[src/pkg/bcc_pkg.sv]
// Package for the bridge chip control register block: offsets, field layout,
// reset values, power-state codes and timing constants.
// Assumes a 125 MHz core clock and an APB register bus with 32-bit data.
package bcc_pkg;

   // Register byte offsets.
   localparam logic [7:0] OFS_CTRL = 8'h40;
   localparam logic [7:0] OFS_RSVD = 8'h44;
   localparam logic [7:0] OFS_ARB = 8'h48;
   localparam logic [7:0] OFS_IRQ_STAT = 8'h80;
   localparam logic [7:0] OFS_IRQ_CLR = 8'h84;
   localparam logic [7:0] OFS_IRQ_EN = 8'h88;

   // The control word implements bits 31:15; bits 14:0 read as zero here.
   localparam int CTRL_LSB = 15;
   localparam logic [31:0] CTRL_RST = 32'hc920_0000;
   localparam logic [4:0] ARB_RST = 5'h1f;
   localparam logic [31:0] RSVD_VALUE = 32'h0000_0000;
   localparam int RETRY_ST_BIT = 16;

   // Interrupt status bit positions.
   localparam int IRQ_RETRY = 0;
   localparam int IRQ_DISCARD = 1;
   localparam int IRQ_CFG = 2;
   localparam int IRQ_CPL = 3;
   localparam int IRQ_N = 4;

   // Retry limits; zero means no limit.
   localparam logic [31:0] RETRY_LIM1 = 32'h0000_0100;
   localparam logic [31:0] RETRY_LIM2 = 32'h0001_0000;
   localparam logic [31:0] RETRY_LIM3 = 32'h8000_0000;

   // Discard timer lengths in PCI clocks.
   localparam logic [15:0] DT_SHORT_CLKS = 16'h0040;
   localparam int DT_LONG_CLKS = 32768;
   localparam int DT_MID_CLKS = 1024;

   // Timer expiry times in microseconds and the clock rate in MHz.
   localparam int CLK_MHZ = 125;
   localparam int CFG_T0_US = 25;
   localparam int CFG_T1_US = 500;
   localparam int CFG_T2_US = 5000;
   localparam int CFG_T3_US = 25000;
   localparam int CPL_T0_US = 50;
   localparam int CPL_T1_US = 10000;
   localparam int CPL_T2_US = 50000;
   localparam int CFG_CYC0 = CFG_T0_US * CLK_MHZ;
   localparam int CFG_CYC1 = CFG_T1_US * CLK_MHZ;
   localparam int CFG_CYC2 = CFG_T2_US * CLK_MHZ;
   localparam int CFG_CYC3 = CFG_T3_US * CLK_MHZ;
   localparam int CPL_CYC0 = CPL_T0_US * CLK_MHZ;
   localparam int CPL_CYC1 = CPL_T1_US * CLK_MHZ;
   localparam int CPL_CYC2 = CPL_T2_US * CLK_MHZ;
   localparam logic [1:0] CPL_OFF = 2'b11;

   typedef enum logic [1:0] {
      PM_L0 = 2'b00,
      PM_L0S = 2'b01,
      PM_L1S = 2'b10,
      PM_L1 = 2'b11
   } bcc_pm_t;

   // Control word fields, laid out as bits 31 down to 15.
   typedef struct packed {
      logic psave_l0s;
      logic psave;
      logic [2:0] iso_tc;
      logic iso_en;
      logic [1:0] cpl_sel;
      logic in_order;
      logic [1:0] cfg_sel;
      logic dt_short;
      logic dt_dis;
      logic [1:0] retry_lim;
      logic retry_st;
      logic fc_every_one;
   } bcc_ctrl_t;

   typedef struct packed {
      logic psel;
      logic penable;
      logic pwrite;
      logic [7:0] paddr;
      logic [3:0] pstrb;
      logic [31:0] pwdata;
   } bcc_apb_req_t;

   typedef struct packed {
      logic run;
      logic [23:0] cnt;
      logic exp;
   } bcc_timer_t;

   typedef struct packed {
      bcc_ctrl_t ctrl;
      logic [4:0] arb_en;
      logic [IRQ_N-1:0] irq_st;
      logic [IRQ_N-1:0] irq_en;
      logic [31:0] prdata;
      logic fc_half;
      logic fc_update;
      logic [31:0] retry_cnt;
      logic retry_exp;
      logic dt_run;
      logic [15:0] dt_cnt;
      logic dt_exp;
      bcc_timer_t cfg;
      bcc_timer_t cpl;
      logic [2:0] mem_tc;
      logic clk_gate;
      logic [4:0] req_masked;
   } bcc_state_t;

endpackage

[src/verilog/bcc_regs.sv]
// Chip control and arbiter-enable registers of the bridge, with the small
// engines they steer: credit-update pacing, retry limit, discard timer,
// configuration retry and completion timers, traffic class and clock gating.
// Assumes an APB master on the register side and core event pulses that are
// synchronous to clk_sys.
`timescale 1ns/1ps

module bcc_regs #(
   parameter logic [23:0] CFG_CYC0 = 24'(bcc_pkg::CFG_CYC0),
   parameter logic [23:0] CFG_CYC1 = 24'(bcc_pkg::CFG_CYC1),
   parameter logic [23:0] CFG_CYC2 = 24'(bcc_pkg::CFG_CYC2),
   parameter logic [23:0] CFG_CYC3 = 24'(bcc_pkg::CFG_CYC3),
   parameter logic [23:0] CPL_CYC0 = 24'(bcc_pkg::CPL_CYC0),
   parameter logic [23:0] CPL_CYC1 = 24'(bcc_pkg::CPL_CYC1),
   parameter logic [23:0] CPL_CYC2 = 24'(bcc_pkg::CPL_CYC2),
   parameter logic [15:0] DT_LONG_CLKS = 16'(bcc_pkg::DT_LONG_CLKS),
   parameter logic [15:0] DT_MID_CLKS = 16'(bcc_pkg::DT_MID_CLKS)
) (
   input wire logic clk_sys,
   input wire logic rst,
   input wire bcc_pkg::bcc_apb_req_t apb_req,
   output logic [31:0] prdata,
   output logic pready,
   output logic pslverr,
   output logic irq,
   input wire logic credit_freed,
   output logic fc_update,
   input wire logic pci_retry,
   input wire logic pci_retry_done,
   output logic retry_expired,
   input wire logic pci_clk_tick,
   input wire logic brctl_discard_sel,
   input wire logic dt_start,
   input wire logic dt_stop,
   output logic dt_expired,
   input wire logic cfg_start,
   input wire logic cfg_stop,
   output logic cfg_expired,
   input wire logic cpl_start,
   input wire logic cpl_done,
   output logic cpl_expired,
   output logic dt_in_order,
   output logic [2:0] mem_tc,
   input wire bcc_pkg::bcc_pm_t pm_state,
   output logic clk_gate,
   input wire logic [4:0] arb_req,
   output logic [4:0] arb_req_masked
);

   bcc_pkg::bcc_state_t s_q;
   bcc_pkg::bcc_state_t s_d;
   logic [31:0] wmask;
   logic [31:0] wval;
   logic [31:0] ctrl_mrg;
   logic [31:0] ctrl_word;
   logic [31:0] rd_val;
   logic rd_hit;
   logic setup;
   logic wr_acc;
   logic [31:0] retry_lim;
   logic [15:0] dt_lim;
   logic [23:0] cfg_lim;
   logic [23:0] cpl_lim;
   logic [bcc_pkg::IRQ_N-1:0] ev;
   logic [bcc_pkg::IRQ_N-1:0] clr;

   // Byte enables turn into a bit mask, one byte lane per generate pass.
   for (genvar g = 0; g < 4; g++) begin : g_lane
      assign wmask[8*g +: 8] = {8{apb_req.pstrb[g]}};
   end

   assign setup = apb_req.psel && !apb_req.penable;
   assign wr_acc = apb_req.psel && apb_req.penable && apb_req.pwrite;
   assign ctrl_word = {s_q.ctrl, 15'h0000};

   // Read decode; the result is captured in the setup phase so that prdata
   // comes from a flop and the access phase needs no wait state.
   always_comb begin
      rd_hit = 1'b1;
      rd_val = 32'h0000_0000;
      if (apb_req.paddr == bcc_pkg::OFS_CTRL) begin
         rd_val = ctrl_word;
      end else if (apb_req.paddr == bcc_pkg::OFS_RSVD) begin
         rd_val = bcc_pkg::RSVD_VALUE;
      end else if (apb_req.paddr == bcc_pkg::OFS_ARB) begin
         rd_val = {27'h0000000, s_q.arb_en};
      end else if (apb_req.paddr == bcc_pkg::OFS_IRQ_STAT) begin
         rd_val = {28'h0000000, s_q.irq_st};
      end else if (apb_req.paddr == bcc_pkg::OFS_IRQ_CLR) begin
         rd_val = 32'h0000_0000;
      end else if (apb_req.paddr == bcc_pkg::OFS_IRQ_EN) begin
         rd_val = {28'h0000000, s_q.irq_en};
      end else begin
         rd_hit = 1'b0;
      end
   end

   // Limit selection for the engines.
   always_comb begin
      case (s_q.ctrl.retry_lim)
         2'b01: retry_lim = bcc_pkg::RETRY_LIM1;
         2'b10: retry_lim = bcc_pkg::RETRY_LIM2;
         2'b11: retry_lim = bcc_pkg::RETRY_LIM3;
         default: retry_lim = 32'h0000_0000;
      endcase
      if (s_q.ctrl.dt_short) begin
         dt_lim = bcc_pkg::DT_SHORT_CLKS;
      end else if (brctl_discard_sel) begin
         dt_lim = DT_MID_CLKS;
      end else begin
         dt_lim = DT_LONG_CLKS;
      end
      case (s_q.ctrl.cfg_sel)
         2'b00: cfg_lim = CFG_CYC0;
         2'b01: cfg_lim = CFG_CYC1;
         2'b10: cfg_lim = CFG_CYC2;
         default: cfg_lim = CFG_CYC3;
      endcase
      case (s_q.ctrl.cpl_sel)
         2'b00: cpl_lim = CPL_CYC0;
         2'b01: cpl_lim = CPL_CYC1;
         default: cpl_lim = CPL_CYC2;
      endcase
   end

   always_comb begin
      s_d = s_q;
      wval = apb_req.pwdata;
      s_d.fc_update = 1'b0;
      s_d.retry_exp = 1'b0;
      s_d.dt_exp = 1'b0;
      s_d.cfg.exp = 1'b0;
      s_d.cpl.exp = 1'b0;
      clr = '0;
      ctrl_mrg = (ctrl_word & ~wmask) | (wval & wmask);
      if (setup) begin
         s_d.prdata = rd_val;
      end

      // Register writes take effect at the access-phase edge.
      if (wr_acc) begin
         if (apb_req.paddr == bcc_pkg::OFS_CTRL) begin
            s_d.ctrl = ctrl_mrg[31:bcc_pkg::CTRL_LSB];
            // The status bit is write-one-to-clear, not a plain field.
            s_d.ctrl.retry_st = s_q.ctrl.retry_st
               & ~(wval[bcc_pkg::RETRY_ST_BIT] & wmask[bcc_pkg::RETRY_ST_BIT]);
         end else if (apb_req.paddr == bcc_pkg::OFS_ARB) begin
            if (apb_req.pstrb[0]) begin
               s_d.arb_en = wval[4:0];
            end
         end else if (apb_req.paddr == bcc_pkg::OFS_IRQ_CLR) begin
            if (apb_req.pstrb[0]) begin
               clr = wval[bcc_pkg::IRQ_N-1:0];
            end
         end else if (apb_req.paddr == bcc_pkg::OFS_IRQ_EN) begin
            if (apb_req.pstrb[0]) begin
               s_d.irq_en = wval[bcc_pkg::IRQ_N-1:0];
            end
         end
      end

      // Credit pacing: with pacing bit 0 every second freed credit sends one.
      if (credit_freed) begin
         if (s_q.ctrl.fc_every_one) begin
            s_d.fc_update = 1'b1;
            s_d.fc_half = 1'b0;
         end else begin
            s_d.fc_update = s_q.fc_half;
            s_d.fc_half = !s_q.fc_half;
         end
      end

      // Retry counter; a limit of zero never expires.
      if (pci_retry_done) begin
         s_d.retry_cnt = 32'h0000_0000;
      end else if (pci_retry && retry_lim != 32'h0000_0000) begin
         if (s_q.retry_cnt + 32'h0000_0001 >= retry_lim) begin
            s_d.retry_exp = 1'b1;
            s_d.retry_cnt = 32'h0000_0000;
         end else begin
            s_d.retry_cnt = s_q.retry_cnt + 32'h0000_0001;
         end
      end
      if (s_d.retry_exp) begin
         s_d.ctrl.retry_st = 1'b1;
      end

      // Discard timer, counted in PCI clock ticks.
      if (dt_stop || s_q.ctrl.dt_dis) begin
         s_d.dt_run = 1'b0;
         s_d.dt_cnt = 16'h0000;
      end else if (dt_start) begin
         s_d.dt_run = 1'b1;
         s_d.dt_cnt = 16'h0000;
      end else if (s_q.dt_run && pci_clk_tick) begin
         if (s_q.dt_cnt >= dt_lim - 16'h0001) begin
            s_d.dt_exp = 1'b1;
            s_d.dt_run = 1'b0;
         end else begin
            s_d.dt_cnt = s_q.dt_cnt + 16'h0001;
         end
      end

      // Configuration request retry timer.
      if (cfg_stop) begin
         s_d.cfg.run = 1'b0;
      end else if (cfg_start) begin
         s_d.cfg.run = 1'b1;
         s_d.cfg.cnt = 24'h000000;
      end else if (s_q.cfg.run) begin
         if (s_q.cfg.cnt >= cfg_lim - 24'h000001) begin
            s_d.cfg.exp = 1'b1;
            s_d.cfg.run = 1'b0;
         end else begin
            s_d.cfg.cnt = s_q.cfg.cnt + 24'h000001;
         end
      end

      // Completion timer; the disabled setting drops a running timer.
      if (cpl_done || s_q.ctrl.cpl_sel == bcc_pkg::CPL_OFF) begin
         s_d.cpl.run = 1'b0;
      end else if (cpl_start) begin
         s_d.cpl.run = 1'b1;
         s_d.cpl.cnt = 24'h000000;
      end else if (s_q.cpl.run) begin
         if (s_q.cpl.cnt >= cpl_lim - 24'h000001) begin
            s_d.cpl.exp = 1'b1;
            s_d.cpl.run = 1'b0;
         end else begin
            s_d.cpl.cnt = s_q.cpl.cnt + 24'h000001;
         end
      end
      // Sticky interrupt status; a new event wins over a clear.
      ev = {s_d.cpl.exp, s_d.cfg.exp, s_d.dt_exp, s_d.retry_exp};
      s_d.irq_st = (s_q.irq_st & ~clr) | ev;

      s_d.mem_tc = s_q.ctrl.iso_en ? s_q.ctrl.iso_tc : 3'b000;
      s_d.clk_gate = (s_q.ctrl.psave && (pm_state == bcc_pkg::PM_L1S
         || pm_state == bcc_pkg::PM_L1))
         || (s_q.ctrl.psave_l0s && pm_state == bcc_pkg::PM_L0S);
      s_d.req_masked = arb_req & s_q.arb_en;
   end

   always_ff @(posedge clk_sys or posedge rst) begin
      if (rst) begin
         s_q <= '0;
         s_q.ctrl <= bcc_pkg::CTRL_RST[31:bcc_pkg::CTRL_LSB];
         s_q.arb_en <= bcc_pkg::ARB_RST;
      end else begin
         s_q <= s_d;
      end
   end

   assign prdata = s_q.prdata;
   assign pready = 1'b1;
   assign pslverr = apb_req.psel && apb_req.penable && !rd_hit;
   assign irq = |(s_q.irq_st & s_q.irq_en);
   assign fc_update = s_q.fc_update;
   assign retry_expired = s_q.retry_exp;
   assign dt_expired = s_q.dt_exp;
   assign cfg_expired = s_q.cfg.exp;
   assign cpl_expired = s_q.cpl.exp;
   assign dt_in_order = s_q.ctrl.in_order;
   assign mem_tc = s_q.mem_tc;
   assign clk_gate = s_q.clk_gate;
   assign arb_req_masked = s_q.req_masked;

endmodule

[config.mk]
export PLATFORM = sky130hd
export DESIGN_NAME = bcc_regs
export DESIGN_NICKNAME = d
export VERILOG_FILES = /design/src/pkg/bcc_pkg.sv /design/src/verilog/bcc_regs.sv
export SDC_FILE = /design/constraint.sdc
export NUM_CORES = 1
export LEC_CHECK = 0
export BUFFER_PORTS_ARGS = -buffer_cell sky130_fd_sc_hd__buf_2
export CAP_MARGIN = 25
export CORE_UTILIZATION = 55
export CTS_BUF_LIST = sky130_fd_sc_hd__clkbuf_8 sky130_fd_sc_hd__clkbuf_16
export CTS_CLUSTER_DIAMETER = 200
export DETAILED_ROUTE_END_ITERATION = 12
export PLACE_DENSITY = 0.76
export SLEW_MARGIN = 5
export SYNTH_ARGS = -nofsm -noshare
export SYNTH_HDL_FRONTEND = slang
export SYNTH_SLANG_ARGS = --single-unit
[constraint.sdc]
create_clock -name clk_sys -period 6.3 [get_ports clk_sys]
set_input_delay 1.26 -clock clk_sys [delete_from_list [all_inputs] [get_ports clk_sys]]
set_output_delay 1.26 -clock clk_sys [all_outputs]
set_load 0.03 [all_outputs]
Word-level counts from Yosys, hierarchy flattened
Cells that the tools add are included.

Input port bits: 67. Bits in registers: 176. Output and inout bits: 50.

Reduce and logical (&&, ||, !) cells: 34. Eq/ne operators: 19. Bitwise operators: 17. Muxes and demuxes: 60. Add/subtract/negate cells: 7. $lt $le $gt $ge: 4.

Operators with widths (count): 32-bit two-way mux (3); 32-bit one-hot mux with 3 select lines (1); 22-bit one-hot mux with 3 select lines (1); 32-bit AND (2); 26-bit two-way mux (2); 25-bit two-way mux (2); 24-bit by 1-bit adder with 24-bit output (second input constant) (2); 24-bit greater-or-equal comparator (2); 16-bit two-way mux (3); 24-bit two-way mux (2); 24-bit by 1-bit subtractor with 24-bit output (second input constant) (2); 23-bit one-hot mux with 2 select lines (1); 17-bit two-way mux (2); 33-bit two-way mux (1); 32-bit by 1-bit adder with 32-bit output (second input constant) (1); 32-bit greater-or-equal comparator (1); 4-bit two-way mux (8); 32-bit NOT (1); 32-bit OR (1); 32-bit nonzero test (1); 5-bit two-way mux (5); 8-bit by 7-bit == test with 1-bit output (second input constant) (3); 8-bit == test (second input constant) (3); 1-bit two-way mux (24); other kinds (28) (67).

Logic depth before layout (Yosys ltp)
Depth after elaboration: 9. Gate-level depth with buffers: 15.

Worst setup path after synthesis
Ideal clock, no wire load.

Path type: register to register. From: register s_q[80] (netlist name). To: register s_q[91] (netlist name). Library setup time: 0.065 ns. Slack: 2.711 ns. Buffers on the path: 1. Data arrival time: 3.525 ns. Cell stages (with the launch flop): 16. Cells stage by stage: dfrtp_1 -> ha_1 -> nand3_1 -> nor4_4 -> nand3_1 -> xnor2_1 -> ha_1 -> and4_1 -> o21ai_0 -> o221ai_1 -> or4_4 -> o41ai_4 -> nand2_2 -> buf_6 -> o211ai_1 -> o21a_1.

Longest elaborated chain between the ends: 5.

Ends and longest elaborated chain: start, declared (line bcc_regs.sv:50) `bcc_pkg::bcc_state_t s_q;`; 32-bit by 1-bit adder with 32-bit output * (line bcc_regs.sv:177, bcc_regs.sv:181); 32-bit greater-or-equal comparator (line bcc_regs.sv:177) `if (s_q.retry_cnt + 32'h0000_0001 >= retry_lim) begin`; 32-bit two-way mux * (line bcc_regs.sv:177); 33-bit two-way mux * (line bcc_regs.sv:176) `end else if (pci_retry && retry_lim != 32'h0000_0000) begin`; 32-bit two-way mux * (line bcc_regs.sv:174) `if (pci_retry_done) begin`.

Mark *: on every way between the ends. The rest lies on a longest branch, timed or not. The select of a mux whose other input is x is not followed. A chain may end at the register's enable or synchronous reset.

Final worst setup path
From: register s_q[80] (netlist name). To: register s_q[104] (netlist name).

Same word-level chain as after synthesis.

==> run summary <==
The clock insertion delay at the later pin of the skew report is between 0.4 and 0.5 ns. The post-synthesis average cell area is slightly above 9 um^2. Across the VDD grid, the largest voltage drop is approximately 0.22 mV. The portion of synthesized cell area occupied by the leading cell type is 0.392. In the final layout, the share of cells above drive strength 1 is 0.167.

Yosys attributes the largest share of cell area to dfrtp_1 (39%), ha_1 (6.9%), o21ai_0 (5.5%). After clock tree synthesis, the repair step resized 0 gates. The total length of routed met3 wires is 1.08 mm. The maximum fanout along the worst path is 36. The detailed-routed wire length on met2 is between 10 and 15 mm. The power density over the cells came out at roughly 200 nW/um^2. The worst clock skew on the final layout is ~0.010 ns. The hold violation count in the final report is 0. The share of the Yosys chip area taken by registers is 0.419. The number of antenna diodes in the final layout is 0.

The prevailing post-synth register cell is dfrtp_1. The area taken by flip-flops and latches came out at around 4200 um^2. Traced cell by cell, the critical path runs through ha_1 -> nand3_1 -> nor4_4 -> nand3_1 -> xnor2_1 -> ha_1 -> and4_1 -> o21ai_0 -> o221ai_1 -> or4_4 -> o41ai_4 -> nand2_2 -> or2_0 -> a31oi_1. Summed over all instances, the cell type with the most area after synthesis is dfrtp_1.

The number of fillers in the final layout is 1,481. The detailed-route vias per instance came out at ~6.0. At the end of routability-driven placement, the weighted congestion stood at 0.894. The launch point of the worst path is s_q[80]$_DFFE_PP0P_. The worst-margin pin slew is between 1 and 1.5 ns. Setup repair after global routing left no endpoint under its margin. Counting distinct cell types in the post-synthesis netlist gives 69. The post-CTS setup repair buffer count came out at 0. The number of placed instances, taps included is 1,333.

The number of buffers on the longest clock path came out at 2. Timing would allow up to approximately 0.22 GHz. The startpoint identified for the worst register-to-register timing path is s_q[80]$_DFFE_PP0P_. The final routed wirelength across all metal layers came out at between 20 and 25 mm. The largest individual stage delay along the critical path comes from the cell or4_4. Setup slack on the worst reg-to-reg path comes out at about 1.8 ns.

The global-route usage over all layers came out at 0.263. The area growth from synthesis to layout is 9.49%. The cell family contributing the most delay on the critical path is simple AND/OR/NAND/NOR gates. At the end of the flow, the number of nets in the layout was 1,250. The number of maximum-capacitance constraint violations came out at 0. The count of unresolved DRC violations after routing came out at 0. The post-DP HPWL is about 16 mm. The count of input and output buffers came out at 95. The worst setup path is launched from a register. The initial antenna violation count came out at 0. In this run the most critical hold path is launched from s_q[113]$_DFFE_PP0P_. The tightest hold path in the finished design has a slack of 0.476 ns. The total overflow left after global routing is 0.

Summing over every cut layer, the via total after detailed routing is 8,189. After detailed routing, the wire length on met1 is 10.8 mm. STA classifies the critical path endpoint as a register.

The first global-routing pass estimated 38.5 mm of wire. The critical path is of the reg2reg type. The count of nets left with antenna violations once routing finished came out at 0. The sum of negative setup slack is 0 ns.

The critical path arrival came out at roughly 4.8 ns. The number of setup violations in the final report came out at 0. The number of I/O pins came out at approximately 120.

The via count of the first global-routing pass is between 7k and 8k. The final max-slew violation count came to 0. The final worst-path cycle share is 0.713. After detailed routing, the average wire length per cell comes to around 17 um.

The post-synthesis instance area is roughly 10000 um^2. The stage delay of the slowest cell on the critical path came out at 0.47 ns. The relative slew slack came out at 0.293. For this run, asynchronously set or reset flops after synthesis account for 1.00. Clock-pin slew was measured on the worst setup and hold paths at around 0.07 ns. The leakage dissipation is 5.19 nW. The number of enable flip-flop cells after synthesis is 0. Counting instances in the post-synthesis netlist gives the leading cell types as dfrtp_1 (156), o21ai_0 (109), nand2_1 (108). In the final layout, the multi-input gates occupy about 5200 um^2.

Clock tree synthesis selected as its root buffer the cell clkbuf_16. Hold repair after CTS inserted 0 buffers. The floorplan die height came out at 137 um.

The final critical-path required period came out at between 4 and 5 ns. The flow ran to the end, and the final reports show no timing, DRC or antenna violations. The die covers around 19,000 um^2.

The cell with the most instances after synthesis is dfrtp_1. At the worst endpoint, the required time is ~6.7 ns. The post-layout total power is 0.00220 W. The path category of the worst min-delay check is reg2reg.

The number of register bits inferred by synthesis is around 170. In this run, the number of DRC markers left after iteration 0 of detailed routing was about 720. The cell count after synthesis came out at about 1.1k. The clock drives around 170 sinks. The floorplan has 48 rows.

The initial standard-cell utilization of the core came out at 0.569. The pin count of the biggest net entering global routing came out at about 110. The number of buffers created by CTS came out at 17.

The count of TritonRoute iterations in the first routing pass came out at 6. Together, buffers and inverters on the worst path number 0. The final cell count without fillers came out at approximately 1.4k. The detailed router used layers up to and including met4.

The yosys synthesis warning count is 0. The width of the die is roughly 140 um. TritonCTS built the clock tree. The number of H-tree levels came out at 4. After floorplanning, the core was sized to cover around 17,000 um^2.
## final cells by class
type	count	share of cell area
multi-input combinational	808	0.479
sequential	166	0.382
timing repair buffer	104	0.0517
clock buffer	18	0.0403
tap	225	0.0258
inverter	31	0.0111
clock inverter	14	0.00953
## report_power, final
part	total [W]	switching, W	leakage (nW)	internal [W]
Sequential	0.00109	0.00000970	2.27	0.00108
Clock	0.000974	0.000457	0.256	0.000517
Combinational	0.000143	0.0000988	2.66	0.0000441
## per-stage QoR
| step | cell area (um^2) | worst slack (ns) | utilization |
|---|---|---|---|
| after floorplan | 10000 | 0.567 | - |
| after global placement | 10300 | 1.97 | 0.591 |
| after detailed placement | 10300 | 1.91 | 0.591 |
| after CTS | 10900 | 1.86 | 0.622 |
| after global routing | 10900 | 1.45 | 0.623 |
| final | 10900 | 1.81 | 0.623 |
## placed cells by master, fill, tap and decap left out, types with 5 or more instances in the layout
cell type / n
dfrtp_1: 156
o21ai_0: 109
nand2_1: 108
buf_2: 95
nor2_1: 73
ha_1: 55
and3_1: 45
nand3_1: 38
inv_1: 32
o31ai_1: 32
mux2_2: 30
nand2b_1: 27
a21o_1: 27
nor3_1: 25
nor4_1: 21
xnor2_1: 20
a21oi_1: 19
a31oi_1: 17
clkbuf_16: 17
conb_1: 16
and2_1: 15
and4_1: 13
nand4_1: 12
dfstp_2: 10
buf_4: 8
a22oi_1: 7
xor2_1: 7
o21a_1: 6
nor2b_1: 6
clkinvlp_4: 6
o41ai_1: 5
or3_1: 5
mux2i_1: 5
nor3b_1: 5
## flip-flops by register name (all words and copies together) (netlist names), named ones only
| signal | cells |
|---|---|
| s_q | 113 |
| prdata | 22 |
| arb_req_masked | 5 |
| mem_tc | 3 |
| cfg_expired | 1 |
| clk_gate | 1 |
| cpl_expired | 1 |
| ctrl_word | 1 |
| dt_expired | 1 |
| fc_update | 1 |
| retry_expired | 1 |
## logic make-up after synthesis
logic type,synth area share
AOI/OAI and AO/OA,0.170
buffers and inverters,0.0636
DFF,0.419
muxes,0.0390
and+or+nand+nor,0.215
other,0.000755
adders and majority gates,0.0692
xor gates and xnor gates,0.0238
## routing by layer
metal	vias up	GRT usage
met3	36	0.0374
li1	3961	-
met1	3968	0.356
met4	0	0.0895
met2	224	0.431
met5	-	0
## path summary, 6_finish.rpt
kind / endpoint / depth (start not counted)
min: s_q[113]$_DFFE_PP0P_ / 1
max in group asynchronous: s_q[147]$_DFFE_PP0P_ / 4
min reg2reg: s_q[113]$_DFFE_PP0P_ / 1
max: s_q[104]$_DFFE_PP0P_ / 14
min in group asynchronous: asynchronous set/reset pin / 2
max reg2reg: s_q[104]$_DFFE_PP0P_ / 14
No activity file was read; power rests on OpenSTA's default activity.
